File: config.mk
export PLATFORM = sky130hd
export DESIGN_NAME = crr_top
export DESIGN_NICKNAME = d
export VERILOG_FILES = /design/src/hw/crr_pkg.sv /design/src/hw/crr_ser_if.sv /design/src/hw/crr_top.sv /design/src/hw/crr_serializer.sv
export VERILOG_INCLUDE_DIRS = /design/src /design/src/hw
export SDC_FILE = /design/constraint.sdc
export NUM_CORES = 1
export LEC_CHECK = 0
export BUFFER_PORTS_ARGS = -buffer_cell sky130_fd_sc_hd__buf_2
export CAP_MARGIN = 10
export CORE_MARGIN = 3
export CORE_UTILIZATION = 60
export DETAILED_ROUTE_END_ITERATION = 6
export PLACE_DENSITY = 0.86
export SLEW_MARGIN = 0
export SYNTH_ARGS = -nofsm -noshare
export SYNTH_HDL_FRONTEND = slang
export SYNTH_HIERARCHICAL = 1
export SYNTH_SLANG_ARGS = --single-unit
File: constraint.sdc
create_clock -name clk_i -period 3.9 [get_ports clk_i]
set_input_delay 0.585 -clock clk_i [delete_from_list [all_inputs] [get_ports clk_i]]
set_output_delay 0.585 -clock clk_i [all_outputs]
set_load 0.01 [all_outputs]
File: src/hw/crr_map.svh
/*
  Constants of the configuration readback / reprogram / master parallel block.
  Assumes inclusion by bare name from every design file of the block.
*/
// Overview of operation
// Readback permission: never, once, or unlimited.
// Trigger rising edge starts readback; host clocks.
// Readback uses only mode and clock pins.
// First three clock rises give dummy bits.
// Each later rise shifts one frame bit.
// Returned bits are inverted stored bits.
// Start bit one, stop bit zero; third dummy starts.
// Pins return to normal after last frame.
// Empty positions carry live storage element state.
// Host should stop system clock for snapshot.
// Reprogram: falling edge stable two generator ticks.
// Reprogram disables outputs, enables weak pull-ups.
// Clear state erases memory before initialized.
// Follower init lines hold lead in reset.
// Device drives done pin low until loaded.
// Operate on completion despite external low.
// Done pin open-drain, optional pull-up, shareable.
// Done one clock before or after outputs.
// Capture ROM byte just before address step.
// Serialize bytes; preamble and overflow to chain.
// Byte LSB on chain 1.5 clocks after capture.
// Chain changes on falling, sampled on rising.
// Sixteen-bit ROM address, user pins afterwards.
`ifndef CRR_MAP_SVH
`define CRR_MAP_SVH

// ----------------------------------------------------------------------
// Stream and bus widths
// ----------------------------------------------------------------------
`define CRR_BYTE_BITS     8
`define CRR_ADDR_W        16
`define CRR_ADDR_UP_START 16'h0000
`define CRR_ADDR_DN_START 16'hFFFF

// ----------------------------------------------------------------------
// Readback framing
// ----------------------------------------------------------------------
`define CRR_DUMMY_BITS    3
`define CRR_DUMMY_VAL     1'b1
`define CRR_START_VAL     1'b1
`define CRR_STOP_VAL      1'b0

// ----------------------------------------------------------------------
// Timing
// ----------------------------------------------------------------------
`define CRR_FILTER_TICKS  2
`define CRR_LSB_FALLS     2
`define CRR_CHAIN_IDLE    1'b1

// ----------------------------------------------------------------------
// Synchroniser lanes
// ----------------------------------------------------------------------
`define CRR_SYN_W         4
`define CRR_SYN_TRIG      0
`define CRR_SYN_DONE      1
`define CRR_SYN_CONFIG_CLOCK      2
`define CRR_SYN_HOLD      3

`endif

File: src/hw/crr_pkg.sv
/*
  Types of the configuration control block.
  Assumes crr_map.svh is on the include path.
*/
`include "crr_map.svh"

package crr_pkg;

  typedef enum logic [2:0] {
    ST_CLEAR,
    ST_WAIT_HOLD,
    ST_LOAD,
    ST_FINISH,
    ST_OPER,
    ST_READBACK
  } crr_state_t;

  typedef enum logic [1:0] {
    PERM_NEVER,
    PERM_ONCE,
    PERM_ALWAYS
  } crr_perm_t;

  typedef struct packed {
    logic [`CRR_BYTE_BITS-1:0] pend;
    logic                      pfwd;
    logic                      pval;
    logic                      page;
    logic [`CRR_BYTE_BITS-1:0] sh;
    logic                      sfwd;
    logic                      dout;
  } crr_ser_st_t;

endpackage

File: src/hw/crr_ser_if.sv
/*
  Link between the control core and the chain serializer.
  Assumes both ends run on the same system clock.
*/
`include "crr_map.svh"

interface crr_ser_if;
  logic                      rise;
  logic                      fall;
  logic                      load;
  logic                      fwd;
  logic [`CRR_BYTE_BITS-1:0] data;
  logic                      dout;

  modport src (output rise, output fall, output load, output fwd, output data, input dout);
  modport snk (input rise, input fall, input load, input fwd, input data, output dout);
endinterface

File: src/hw/crr_top.sv
/*
  Configuration control: readback, reprogram on the done pin, done timing
  and master parallel loading with chain forwarding.
  Assumes pins arrive asynchronously; open-drain level resolved outside.
*/
`include "crr_map.svh"

module crr_top #(
  parameter int                    FRAME_BITS  = 8,
  parameter int                    NUM_FRAMES  = 4,
  parameter logic [FRAME_BITS-1:0] USED_MASK   = 8'h3F,
  parameter int                    PRE_BYTES   = 2,
  parameter int                    LOAD_BYTES  = 10,
  parameter int                    TGEN_DIV    = 8,
  parameter int                    CLEAR_TICKS = 16,
  parameter int                    CONFIG_CLOCK_HALF   = 4
) (
  // Clock and reset
  input  wire logic                    clk_i,
  input  wire logic                    rstn_i,
  // Readback mode pins
  input  wire logic                    read_trigger_pin_i,
  output logic                         readback_data_pin_o,
  output logic                         readback_active_o,
  // Configuration clock pin
  input  wire logic                    config_clock_i,
  output logic                         config_clock_o,
  output logic                         config_clock_oe_n_o,
  // Done / program pin
  input  wire logic                    done_program_pin_i,
  output logic                         done_program_pin_o,
  output logic                         done_program_pin_oe_n_o,
  output logic                         done_pullup_en_o,
  // Initialisation and hold-off
  output logic                         init_done_o,
  input  wire logic                    hold_off_n_i,
  // Parallel ROM and chain
  output logic [`CRR_ADDR_W-1:0]       rom_address_out_o,
  output logic                         rom_addr_oe_n_o,
  input  wire logic [`CRR_BYTE_BITS-1:0] rom_data_i,
  output logic                         chain_data_o,
  // User pin control
  output logic                         user_out_en_o,
  output logic                         weak_pullup_o,
  // Configuration options
  input  wire logic [1:0]              readback_perm_i,
  input  wire logic                    done_early_i,
  input  wire logic                    pullup_opt_i,
  input  wire logic                    addr_down_i,
  // Live storage element state
  input  wire logic [FRAME_BITS-1:0]   live_state_i
);

  localparam int MEM_BITS  = FRAME_BITS * NUM_FRAMES;
  localparam int OWN_BYTES = MEM_BITS / `CRR_BYTE_BITS;
  localparam int PW        = $clog2(FRAME_BITS + 3);
  localparam int FW        = (NUM_FRAMES > 1) ? $clog2(NUM_FRAMES) : 1;
  localparam int BW        = $clog2(LOAD_BYTES + 2);
  localparam int TW        = (TGEN_DIV > 1) ? $clog2(TGEN_DIV) : 1;
  localparam int CTW       = (CLEAR_TICKS > 1) ? $clog2(CLEAR_TICKS) : 1;
  localparam int CW        = (CONFIG_CLOCK_HALF > 1) ? $clog2(CONFIG_CLOCK_HALF) : 1;

  typedef struct packed {
    crr_pkg::crr_state_t    st;
    logic [`CRR_SYN_W-1:0]  s1;
    logic [`CRR_SYN_W-1:0]  s2;
    logic [`CRR_SYN_W-1:0]  s3;
    logic [`CRR_SYN_W-1:0]  lvl;
    logic [TW-1:0]          tdiv;
    logic                   farm;
    logic [1:0]             ftick;
    logic [CTW-1:0]         clr;
    logic [CW-1:0]          cdiv;
    logic                   config_clock;
    logic [MEM_BITS-1:0]    mem;
    logic                   rb_used;
    logic [1:0]             dum;
    logic [PW-1:0]          pos;
    logic [FW-1:0]          frm;
    logic                   rb_out;
    logic [`CRR_ADDR_W-1:0] addr;
    logic [2:0]             sub;
    logic [BW-1:0]          bidx;
    logic                   step;
    logic                   done_drv;
    logic                   uout;
  } crr_core_st_t;

  crr_core_st_t          r;
  crr_core_st_t          n;
  logic [`CRR_SYN_W-1:0] rise;
  logic [`CRR_SYN_W-1:0] fall;
  logic                  tick;
  logic                  crise;
  logic                  cfall;
  logic                  cap;
  logic                  own;
  logic                  perm_ok;
  logic                  req;
  int                    bi;
  int                    wi;

  crr_ser_if ser ();

  crr_serializer u_ser (
    .clk_i  (clk_i),
    .rstn_i (rstn_i),
    .ser    (ser)
  );

  assign ser.rise = crise;
  assign ser.fall = cfall;
  assign ser.load = cap;
  assign ser.fwd  = ~own;
  assign ser.data = rom_data_i;

  // ----------------------------------------------------------------------
  // Next state
  // ----------------------------------------------------------------------
  always_comb begin
    n = r;
    bi = 0;
    wi = 0;
    n.s1 = {hold_off_n_i, config_clock_i, done_program_pin_i, read_trigger_pin_i};
    n.s2 = r.s1;
    n.s3 = r.s2;
    // A level counts only once the last two stages agree
    for (int i = 0; i < `CRR_SYN_W; i++) begin
      if (r.s2[i] == r.s3[i]) begin
        n.lvl[i] = r.s3[i];
      end
    end
    rise = n.lvl & ~r.lvl;
    fall = ~n.lvl & r.lvl;

    tick   = (r.tdiv == '0);
    n.tdiv = (r.tdiv == TW'(TGEN_DIV - 1)) ? '0 : r.tdiv + TW'(1);

    // Generated clock only while this end loads the chain
    crise = 1'b0;
    cfall = 1'b0;
    if (r.st == crr_pkg::ST_LOAD || r.st == crr_pkg::ST_FINISH) begin
      n.cdiv = (r.cdiv == CW'(CONFIG_CLOCK_HALF - 1)) ? '0 : r.cdiv + CW'(1);
      if (r.cdiv == CW'(CONFIG_CLOCK_HALF - 1)) begin
        n.config_clock = ~r.config_clock;
        crise  = ~r.config_clock;
        cfall  = r.config_clock;
      end
    end else begin
      n.cdiv = '0;
      n.config_clock = 1'b0;
    end

    case (crr_pkg::crr_perm_t'(readback_perm_i))
      crr_pkg::PERM_ALWAYS: perm_ok = 1'b1;
      crr_pkg::PERM_ONCE:   perm_ok = ~r.rb_used;
      default:              perm_ok = 1'b0;
    endcase

    req = r.farm && !r.lvl[`CRR_SYN_DONE] && tick &&
          r.ftick == 2'(`CRR_FILTER_TICKS - 1);
    cap = 1'b0;
    own = 1'b0;

    case (r.st)
      crr_pkg::ST_CLEAR: begin
        n.mem      = '0;
        n.done_drv = 1'b1;
        n.uout     = 1'b0;
        if (tick) begin
          n.clr = r.clr + CTW'(1);
          if (r.clr == CTW'(CLEAR_TICKS - 1)) begin
            n.st = crr_pkg::ST_WAIT_HOLD;
          end
        end
      end
      crr_pkg::ST_WAIT_HOLD: begin
        // Followers still clearing keep this line low
        if (r.lvl[`CRR_SYN_HOLD]) begin
          n.st   = crr_pkg::ST_LOAD;
          n.addr = addr_down_i ? `CRR_ADDR_DN_START : `CRR_ADDR_UP_START;
          n.sub  = 3'h0;
          n.bidx = '0;
        end
      end
      crr_pkg::ST_LOAD: begin
        if (crise) begin
          n.sub = r.sub + 3'h1;
          if (r.sub == 3'h0) begin
            n.bidx = r.bidx + BW'(1);
            if (int'(r.bidx) < LOAD_BYTES) begin
              cap    = 1'b1;
              n.addr = addr_down_i ? r.addr - 16'h0001 : r.addr + 16'h0001;
              own    = int'(r.bidx) >= PRE_BYTES && int'(r.bidx) < PRE_BYTES + OWN_BYTES;
              if (own) begin
                wi = (int'(r.bidx) - PRE_BYTES) * `CRR_BYTE_BITS;
                n.mem[wi +: `CRR_BYTE_BITS] = rom_data_i;
              end
            end
            // One spare byte period lets the last byte leave the chain
            if (int'(r.bidx) == LOAD_BYTES + 1) begin
              n.st   = crr_pkg::ST_FINISH;
              n.step = 1'b0;
            end
          end
        end
      end
      crr_pkg::ST_FINISH: begin
        if (crise) begin
          if (!r.step) begin
            n.step = 1'b1;
            if (done_early_i) begin
              n.done_drv = 1'b0;
            end else begin
              n.uout = 1'b1;
            end
          end else begin
            n.done_drv = 1'b0;
            n.uout     = 1'b1;
            n.st       = crr_pkg::ST_OPER;
            n.farm     = 1'b0;
          end
        end
      end
      crr_pkg::ST_OPER: begin
        // Fresh edge needed: a pin held low from outside is no new request
        if (fall[`CRR_SYN_DONE]) begin
          n.farm  = 1'b1;
          n.ftick = 2'h0;
        end else if (r.farm && r.lvl[`CRR_SYN_DONE]) begin
          n.farm = 1'b0;
        end else if (r.farm && tick) begin
          n.ftick = r.ftick + 2'h1;
        end
        if (req) begin
          n.st       = crr_pkg::ST_CLEAR;
          n.done_drv = 1'b1;
          n.uout     = 1'b0;
          n.clr      = '0;
          n.farm     = 1'b0;
          n.rb_used  = 1'b0;
        end else if (rise[`CRR_SYN_TRIG] && perm_ok) begin
          n.st  = crr_pkg::ST_READBACK;
          n.dum = 2'h0;
          n.pos = '0;
          n.frm = '0;
        end
      end
      crr_pkg::ST_READBACK: begin
        // Host-driven clock; user outputs stay as they are
        if (rise[`CRR_SYN_CONFIG_CLOCK]) begin
          if (r.dum < 2'(`CRR_DUMMY_BITS - 1)) begin
            n.dum    = r.dum + 2'h1;
            n.rb_out = `CRR_DUMMY_VAL;
          end else if (r.pos == '0) begin
            n.rb_out = `CRR_START_VAL;
            n.pos    = PW'(1);
          end else if (int'(r.pos) <= FRAME_BITS) begin
            bi = int'(r.pos) - 1;
            if (USED_MASK[bi]) begin
              n.rb_out = ~r.mem[int'(r.frm) * FRAME_BITS + bi];
            end else begin
              n.rb_out = ~live_state_i[bi];
            end
            n.pos = r.pos + PW'(1);
          end else if (int'(r.pos) == FRAME_BITS + 1) begin
            n.rb_out = `CRR_STOP_VAL;
            if (int'(r.frm) == NUM_FRAMES - 1) begin
              n.pos = r.pos + PW'(1);
            end else begin
              n.pos = '0;
              n.frm = r.frm + FW'(1);
            end
          end else begin
            n.st      = crr_pkg::ST_OPER;
            n.rb_used = 1'b1;
          end
        end
      end
      default: begin
        n.st = crr_pkg::ST_CLEAR;
      end
    endcase
  end

  always_ff @(posedge clk_i) begin
    if (!rstn_i) begin
      r          <= '0;
      r.st       <= crr_pkg::ST_CLEAR;
      r.done_drv <= 1'b1;
    end else begin
      r <= n;
    end
  end

  // ----------------------------------------------------------------------
  // Outputs
  // ----------------------------------------------------------------------
  assign readback_active_o       = (r.st == crr_pkg::ST_READBACK);
  assign readback_data_pin_o     = r.rb_out;
  assign config_clock_o          = r.config_clock;
  assign config_clock_oe_n_o     = ~(r.st == crr_pkg::ST_LOAD || r.st == crr_pkg::ST_FINISH);
  assign done_program_pin_o      = 1'b0;
  assign done_program_pin_oe_n_o = ~r.done_drv;
  assign done_pullup_en_o        = pullup_opt_i;
  assign init_done_o             = (r.st != crr_pkg::ST_CLEAR);
  assign rom_address_out_o       = r.addr;
  assign rom_addr_oe_n_o         = (r.st != crr_pkg::ST_LOAD);
  assign chain_data_o            = ser.dout;
  assign user_out_en_o           = r.uout;
  assign weak_pullup_o           = ~r.uout;

  // ----------------------------------------------------------------------
  // Checks
  // ----------------------------------------------------------------------
  AST_RB_REFUSED: assert property (@(posedge clk_i) disable iff (!rstn_i)
    r.st == crr_pkg::ST_OPER && rise[`CRR_SYN_TRIG] && !perm_ok
    |=> r.st != crr_pkg::ST_READBACK)
    else $error("readback started without permission");

  AST_RB_START: assert property (@(posedge clk_i) disable iff (!rstn_i)
    r.st == crr_pkg::ST_OPER && rise[`CRR_SYN_TRIG] && perm_ok && !req
    |=> r.st == crr_pkg::ST_READBACK ##0 readback_active_o)
    else $error("trigger edge did not start readback");

  AST_START_THIRD: assert property (@(posedge clk_i) disable iff (!rstn_i)
    r.st == crr_pkg::ST_READBACK && rise[`CRR_SYN_CONFIG_CLOCK] && r.pos == '0 &&
    r.dum == 2'(`CRR_DUMMY_BITS - 1) |=> readback_data_pin_o == 1'b1)
    else $error("third dummy bit is not a start bit of one");

  AST_STOP_ZERO: assert property (@(posedge clk_i) disable iff (!rstn_i)
    r.st == crr_pkg::ST_READBACK && rise[`CRR_SYN_CONFIG_CLOCK] &&
    int'(r.pos) == FRAME_BITS + 1 |=> readback_data_pin_o == 1'b0)
    else $error("stop bit not returned as zero");

  AST_CLEARED: assert property (@(posedge clk_i) disable iff (!rstn_i)
    r.st == crr_pkg::ST_CLEAR |=> r.mem == '0 && !init_done_o || r.st != crr_pkg::ST_CLEAR)
    else $error("memory not erased during clear");

  AST_DONE_HELD: assert property (@(posedge clk_i) disable iff (!rstn_i)
    r.st inside {crr_pkg::ST_CLEAR, crr_pkg::ST_WAIT_HOLD, crr_pkg::ST_LOAD}
    |-> !done_program_pin_oe_n_o && !user_out_en_o && weak_pullup_o)
    else $error("done pin released or outputs on before load end");

  AST_OPER_ANYWAY: assert property (@(posedge clk_i) disable iff (!rstn_i)
    r.st == crr_pkg::ST_FINISH && r.step && crise
    |=> r.st == crr_pkg::ST_OPER && done_program_pin_oe_n_o)
    else $error("operation did not begin at configuration end");

  AST_DONE_EARLY: assert property (@(posedge clk_i) disable iff (!rstn_i)
    $rose(user_out_en_o) && done_early_i |-> $past(done_program_pin_oe_n_o))
    else $error("early done not ahead of outputs");

  AST_DONE_LATE: assert property (@(posedge clk_i) disable iff (!rstn_i)
    $rose(user_out_en_o) && !done_early_i |-> !done_program_pin_oe_n_o)
    else $error("late done released with outputs");

  AST_FILTERED: assert property (@(posedge clk_i) disable iff (!rstn_i)
    r.st == crr_pkg::ST_CLEAR && $past(r.st) == crr_pkg::ST_OPER
    |-> $past(r.farm) && !$past(r.lvl[`CRR_SYN_DONE]))
    else $error("reprogram without a filtered low request");

  AST_ADDR_STEP: assert property (@(posedge clk_i) disable iff (!rstn_i)
    cap |=> rom_address_out_o == ($past(addr_down_i) ? $past(r.addr) - 16'h0001
                                                      : $past(r.addr) + 16'h0001))
    else $error("address did not step after byte capture");

endmodule

File: src/hw/crr_serializer.sv
/*
  Chain serializer: turns captured ROM bytes into the downstream bit stream.
  Assumes rise/fall are one-cycle marks of the generated configuration clock.
*/
`include "crr_map.svh"

module crr_serializer (
  // Clock and reset
  input  wire logic clk_i,
  input  wire logic rstn_i,
  // Core link
  crr_ser_if.snk    ser
);

  crr_pkg::crr_ser_st_t r;
  crr_pkg::crr_ser_st_t n;

  // ----------------------------------------------------------------------
  // Double buffer: previous byte's MSB still goes out after the next capture
  // ----------------------------------------------------------------------
  always_comb begin
    n = r;
    if (ser.load) begin
      n.pend = ser.data;
      n.pfwd = ser.fwd;
      n.pval = 1'b1;
      n.page = 1'b0;
    end
    if (ser.fall) begin
      if (r.pval && r.page == 1'(`CRR_LSB_FALLS - 1)) begin
        n.dout = r.pfwd ? r.pend[0] : `CRR_CHAIN_IDLE;
        n.sh   = r.pend >> 1;
        n.sfwd = r.pfwd;
        n.pval = 1'b0;
      end else begin
        n.dout = r.sfwd ? r.sh[0] : `CRR_CHAIN_IDLE;
        n.sh   = r.sh >> 1;
        n.page = 1'b1;
      end
    end
  end

  always_ff @(posedge clk_i) begin
    if (!rstn_i) begin
      r      <= '0;
      r.dout <= `CRR_CHAIN_IDLE;
    end else begin
      r <= n;
    end
  end

  assign ser.dout = r.dout;

  // ----------------------------------------------------------------------
  // Checks
  // ----------------------------------------------------------------------
  logic [1:0] h_falls;
  logic       h_lsb;
  logic       h_fwd;

  always_ff @(posedge clk_i) begin
    if (!rstn_i) begin
      h_falls <= 2'h0;
      h_lsb   <= 1'b0;
      h_fwd   <= 1'b0;
    end else if (ser.load) begin
      h_falls <= 2'h0;
      h_lsb   <= ser.data[0];
      h_fwd   <= ser.fwd;
    end else if (ser.fall && h_falls != 2'h3) begin
      h_falls <= h_falls + 2'h1;
    end
  end

  AST_LSB_SECOND_FALL: assert property (@(posedge clk_i) disable iff (!rstn_i)
    ser.fall && h_falls == 2'h1 && h_fwd |=> r.dout == h_lsb)
    else $error("byte lsb not on chain at second falling edge");

  AST_CHANGE_ON_FALL: assert property (@(posedge clk_i) disable iff (!rstn_i)
    $changed(r.dout) |-> $past(ser.fall))
    else $error("chain output changed off a falling edge");

  AST_STILL_ON_RISE: assert property (@(posedge clk_i) disable iff (!rstn_i)
    ser.rise |=> $stable(r.dout))
    else $error("chain output moved on a rising edge");

endmodule

== Yosys cells after proc, flatten, opt, wreduce, memory -nomap -nowiden ==
Memory sizes are Yosys's and may differ from the RTL's.
Index checks and enable logic that the tools add are counted.
Word-level totals
  memories kept: 1
  register bits after elaboration: 121
  memory bits (read-only): 8
  input port bits: 27
Memories
  (no name shown): depth 8, width 1, rd ports 1, clocked after memory_dff 0, write ports 0, RTL line crr_top.sv:260  | if (USED_MASK[bi]) begin
Cells by class
  reduce and logical (&&, ||, !) cells: 44
  magnitude comparators: 7
  shift-type cells: 2
  multiplexer cells: 105
  equal/unequal tests: 46
  $add $sub $neg: 15
  bitwise gates (word level): 13
Operators by type and width (number)
  32-bit two-way mux: 4
  16-bit two-way mux: 4
  32-bit case mux with 2 select lines: 1
  3-bit two-way mux: 17
  23-bit case mux with 2 select lines: 1
  1-bit two-way mux: 44
  2-bit inequality test (second input constant): 19
  8-bit negator with 33-bit output: 1
  8-bit by 33-bit variable shift with 32-bit output (first input constant): 1
  8-bit by 33-bit indexed part select with 32-bit output: 1
  32-bit bitwise mux: 1
  24-bit two-way mux: 1
  23-bit two-way mux: 1
  4-bit two-way mux: 5
  5-bit AND reduction: 4
  2-bit two-way mux: 9
  3-bit case mux with 6 select lines: 1
  9-bit case mux with 2 select lines: 1
  16-bit by 1-bit adder with 16-bit output (second input constant): 1
  8-bit two-way mux: 2
  4-bit AND reduction: 4
  16-bit by 1-bit subtractor with 16-bit output (second input constant): 1
  7-bit two-way mux: 2
  14-bit AND reduction: 1
  54 further kinds: 105

== Logic depth before layout (Yosys ltp) ==
  word-level depth: 12
  depth in mapped cells: 16
  depth with buffers taken out: 14

== By module ==
Netlist, hierarchy kept.
Modules (own cells, without submodules)
  crr_top: times used 1, cells an instance 670, area an instance 5710.5 µm²
  crr_serializer: times used 1, cells an instance 86, area an instance 828.3 µm²

== Worst setup path before layout ==
Ideal clock, no wire load.
  path type: reg-to-reg
  start: reg r[4] in the netlist's numbering
  end: reg r[62] in the netlist's numbering
  required time: 3.782 ns
  library setup time: 0.118 ns
  arrival: 2.935 ns
  buffers on the path: 1
  clock period less this slack: 3.053 ns
  slack: 0.847 ns
  cell stages (with the launch flop): 16
  cells stage by stage: dfxtp_1 -> inv_1 -> ha_1 -> ha_1 -> clkbuf_1 -> nand3_1 -> nand2b_1 -> ha_1 -> nor4_1 -> nand3b_1 -> nor3_1 -> and3_1 -> nor2b_1 -> o21ai_1 -> a22oi_1 -> nor2b_1
Between the ends
  longest elaborated chain between the ends: 9
  elaborated cells on any way between the ends: 17
Ends and longest elaborated chain
  start, declared: RTL line crr_top.sv:89  | crr_core_st_t r;
  start signal, assigned: RTL line crr_top.sv:292  | r <= n;
  4-bit by 2-bit subtractor with 5-bit output: RTL line crr_top.sv:196  | wi = (int'(r.bidx) - PRE_BYTES) * `CRR_BYTE_BITS;
  8-bit negator with 33-bit output: RTL line crr_top.sv:197  | n.mem[wi +: `CRR_BYTE_BITS] = rom_data_i;
  8-bit by 33-bit indexed part select with 32-bit output or 8-bit by 33-bit variable shift with 32-bit output (tied branches): RTL line crr_top.sv:197
  32-bit bitwise mux: RTL line crr_top.sv:197
  32-bit two-way mux: RTL line crr_top.sv:195  | if (own) begin
  32-bit two-way mux: RTL line crr_top.sv:191  | if (int'(r.bidx) < LOAD_BYTES) begin
  32-bit two-way mux: RTL line crr_top.sv:189  | if (r.sub == 3'h0) begin
  32-bit two-way mux: RTL line crr_top.sv:187  | if (crise) begin
  32-bit case mux with 2 select lines: RTL line crr_top.sv:165  | case (r.st)
Several ways; a longest one is shown, not always the timed one. The select of a mux whose other input is x is not followed.
A chain may end at the register's enable or synchronous reset.

== Worst setup path after layout ==
  start: reg r[4] in the netlist's numbering
  end: reg r[44] in the netlist's numbering
The elaborated chain is that of the path after synthesis.

==> flow_metrics.env <==
export IMPL_ys_seq_elements=116
export IMPL_area_growth_synth_to_final_pct=10.5
export IMPL_period_minus_slack_ns=3.54
export IMPL_status="completed"
export IMPL_muxShareOfSynthArea_pct=5.93
export IMPL_combPwrFrac_pct=3.8
export IMPL_grt_pass1_vias=5215
export IMPL_path_common_cell="ha_1"
export IMPL_synth_seq_area_share_pct=35.5
export IMPL_synth_top_family_by_area="simple AND/OR/NAND/NOR gates"
export IMPL_antenna_found_initial=0
export IMPL_synth_edf_count=0
export IMPL_cp_start_kind="flop"
export IMPL_synthArstFlopShare_pct=0
export IMPL_die_area_mm2=0.0122
export IMPL_start_util_pct=62.5
export IMPL_cp_buffers_inverters=1
export IMPL_wire_per_inst_um=15.9
export IMPL_setup_tns_ns=0
export IMPL_finalHoldViolations=0
export IMPL_cp_slowest_cell="dfxtp_1"
export IMPL_cp_top_family="simple AND/OR/NAND/NOR gates"
export IMPL_drv_cap=0
export IMPL_postCtsSetupBuffers=0
export IMPL_grt_overflow_total=0
export IMPL_timing_final_ws_setup_ns=0.362
export IMPL_p_sw_share_pct=22.1
export IMPL_drt_initial_drc_count=527
export IMPL_fillers=798
export IMPL_antenna_diode_count=0
export IMPL_ctsResizeCount=0
export IMPL_die_x_um=110
export IMPL_cts_sinks=116
export IMPL_place_ws_ns=0.483
export IMPL_path_clk_slew_ns=0.06
export IMPL_hpwl_um=9780
export IMPL_grt_pass1_wl_um=24100
export IMPL_grtUsageTotal_pct=25.2
export IMPL_yosysTopAreaCell="dfxtp_1"
export IMPL_ys_warnings_count=6
export IMPL_cp_cell_sequence="inv_1 -> ha_1 -> ha_1 -> nand3_1 -> nand2b_1 -> ha_1 -> nor4_1 -> nand3b_1 -> nor3_1 -> and3_1 -> a21o_1 -> nand2_1 -> a22oi_1 -> nor2b_1"
export IMPL_tightest_slew_ns=1.12
export IMPL_arrival_ns=3.95
export IMPL_synth_avg_cell_area_um2=8.65
export IMPL_finalSetupViolCount=0
export IMPL_critPathKind="reg2reg"
export IMPL_synth_top_area_share_pct=35.5
export IMPL_post_place_cells=890
export IMPL_maxSlewViolCount=0
export IMPL_rows=37
export IMPL_syn_inst=756
export IMPL_nets=841
export IMPL_hold_buffers=0
export IMPL_synth_fp_nets=824
export IMPL_max_stage_delay_ns=0.45
export IMPL_max_clock_freq_mhz=283
export IMPL_viasPerCell=6.01
export IMPL_clockBufferDepth=2
export IMPL_cts_tree="built"
export IMPL_cts_buffers=17
export IMPL_vias=5532
export IMPL_min_period_over_period_pct=90.7
export IMPL_ys_types=68
export IMPL_hold_class="in2reg"
export IMPL_gp_congestion=0.904
export IMPL_drive_gt1_share_pct=12.7
export IMPL_pwr_share_clk_pct=52.1
export IMPL_reg2reg_slack_ns=0.36
export IMPL_synth_compound_area_share_pct=18.3
export IMPL_final_util_pct=69.0
export IMPL_numPortBuffers=45
export IMPL_synthFlopType="dfxtp_1"
export IMPL_clockRootBuffer="clkbuf_8"
export IMPL_yosys_area_share_simple_pct=23.4
export IMPL_rsz0062_at_grt="no"
export IMPL_required_ns=4.32
export IMPL_p_sw_mw=0.604
export IMPL_peakVddDrop_mv=0.205
export IMPL_grt_start_max_net_pins=62
export IMPL_slew_headroom_pct=24.9
export IMPL_synthAdderAreaFrac_pct=7.96
export IMPL_first_pass_iters=7
export IMPL_fin_total_pwr_mw=2.73
export IMPL_skew_ns=0.00935
export IMPL_drc=0
export IMPL_leakagePower_nw=2.94
export IMPL_fin_cells=921
export IMPL_power_density_mw_per_mm2=378
export IMPL_synth_xor_area_share_pct=2.68
export IMPL_coreArea_mm2=0.0105
export IMPL_p_seq_share_pct=44.2
export IMPL_clk_latency_ns=0.54
export IMPL_htree_levels=4
export IMPL_intPower_mw=2.12
export IMPL_postRouteAntennaNets=0
export IMPL_endpoint_kind="flop"
export IMPL_die_h_um=110
export IMPL_ios=55
export IMPL_synthesis_area_mm2=0.00654
export IMPL_yosys_top_cells_area="dfxtp_1, ha_1, nor2b_1"
export IMPL_path_max_fanout=8
export IMPL_drt_total_wl_um=14600
==> sequential cells by signal, summed over array words and instances, names as in the netlist <==
name and count:
config_clock_o 1, rom_address_out_o 16, u_ser/ser.dout 1, user_out_en_o 1
n 8, readback_data_pin_o 1, u_ser/r 19, r 69
==> metal layers <==
metal | global-route usage (%) | part of all wire (%)
met1 | 30.4 | 42
met2 | 43.0 | 50
met3 | 6.76 | 5.6
met4 | 9.23 | 2.3
met5 | 0 | 0
==> worst reg2reg max path, cell delays in order (launching register included) <==
cell      delay [ns]
dfxtp_1         0.45
inv_1           0.13
ha_1            0.22
ha_1            0.42
nand3_1         0.14
nand2b_1        0.17
ha_1            0.29
nor4_1          0.30
nand3b_1        0.12
nor3_1          0.28
and3_1          0.25
a21o_1          0.12
nand2_1         0.18
a22oi_1         0.25
nor2b_1         0.09
==> Yosys cell counts, drive strengths merged (7+ instances only) <==
| cell | number |
|---|---|
| and3 | 7 |
| a21boi | 15 |
| a21oi | 42 |
| nand2b | 11 |
| inv | 30 |
| nor2 | 53 |
| clkbuf | 24 |
| buf | 28 |
| nand3 | 18 |
| a31oi | 11 |
| xnor2 | 11 |
| and2 | 23 |
| nor3 | 13 |
| dfxtp | 116 |
| a22oi | 29 |
| nand4 | 11 |
| o21ai | 52 |
| xor2 | 9 |
| nand2 | 60 |
| nor2b | 61 |
| mux2i | 17 |
| ha | 40 |
| mux4 | 8 |
==> layout by cell type (no fill, tap or decap), types with 5 or more instances in the layout <==
cell	n
a21boi_0	14
a21o_1	5
a21oi_1	42
a22oi_1	29
a31oi_1	11
and2_1	20
and3_1	7
buf_2	45
buf_4	5
clkbuf_16	16
dfxtp_1	116
ha_1	40
inv_1	29
mux2i_1	17
nand2_1	60
nand2b_1	11
nand3_1	18
nand4_1	11
nor2_1	52
nor2b_1	61
nor3_1	11
o211ai_1	5
o21ai_0	49
xnor2_1	11
xor2_1	9
==> metrics by stage <==
step	instance area (um^2)	hold slack, ns
floorplan	6540	0.404
global placement	6680	0.413
detailed placement	6680	0.424
CTS	7220	0.243
global route	7220	0.246
finish	7220	0.260
==> power groups by stage <==
stage               Sequential (mW)  Clock (mW)  Combinational (mW)
global route                   1.21        1.49               0.113
CTS                            1.20        1.44               0.102
finish                         1.21        1.42               0.103
detailed placement             1.23           0               0.100
global placement               1.23           0              0.0939
floorplan                      1.23           0              0.0693
==> logic make-up after synthesis <==
logic type	Yosys count
DFF	116
other	1
and+or+nand+nor	286
adders and majority gates	41
AOI/OAI and AO/OA	183
muxes	27
buffers and inverters	82
xor gates and xnor gates	20
==> cell type report <==
| class | count | area [um^2] | area share [%] |
|---|---|---|---|
| clock buffers | 22 | 463 | 6.41 |
| clock inverters | 9 | 80.1 | 1.11 |
| inverters | 30 | 113 | 1.56 |
| multi-input cells | 558 | 3810 | 52.8 |
| flip-flops and latches | 116 | 2320 | 32.1 |
| well taps | 136 | 170 | 2.36 |
| repair buffers | 50 | 263 | 3.64 |
==> final timing paths <==
check,end,from,cells past startpoint
min,n[90],done_program_pin_i,2
max reg2reg,r[44],r[4],14
min reg2reg,n[86],n[90],1
max,r[44],r[4],14
(Power assumes the default switching activity.)
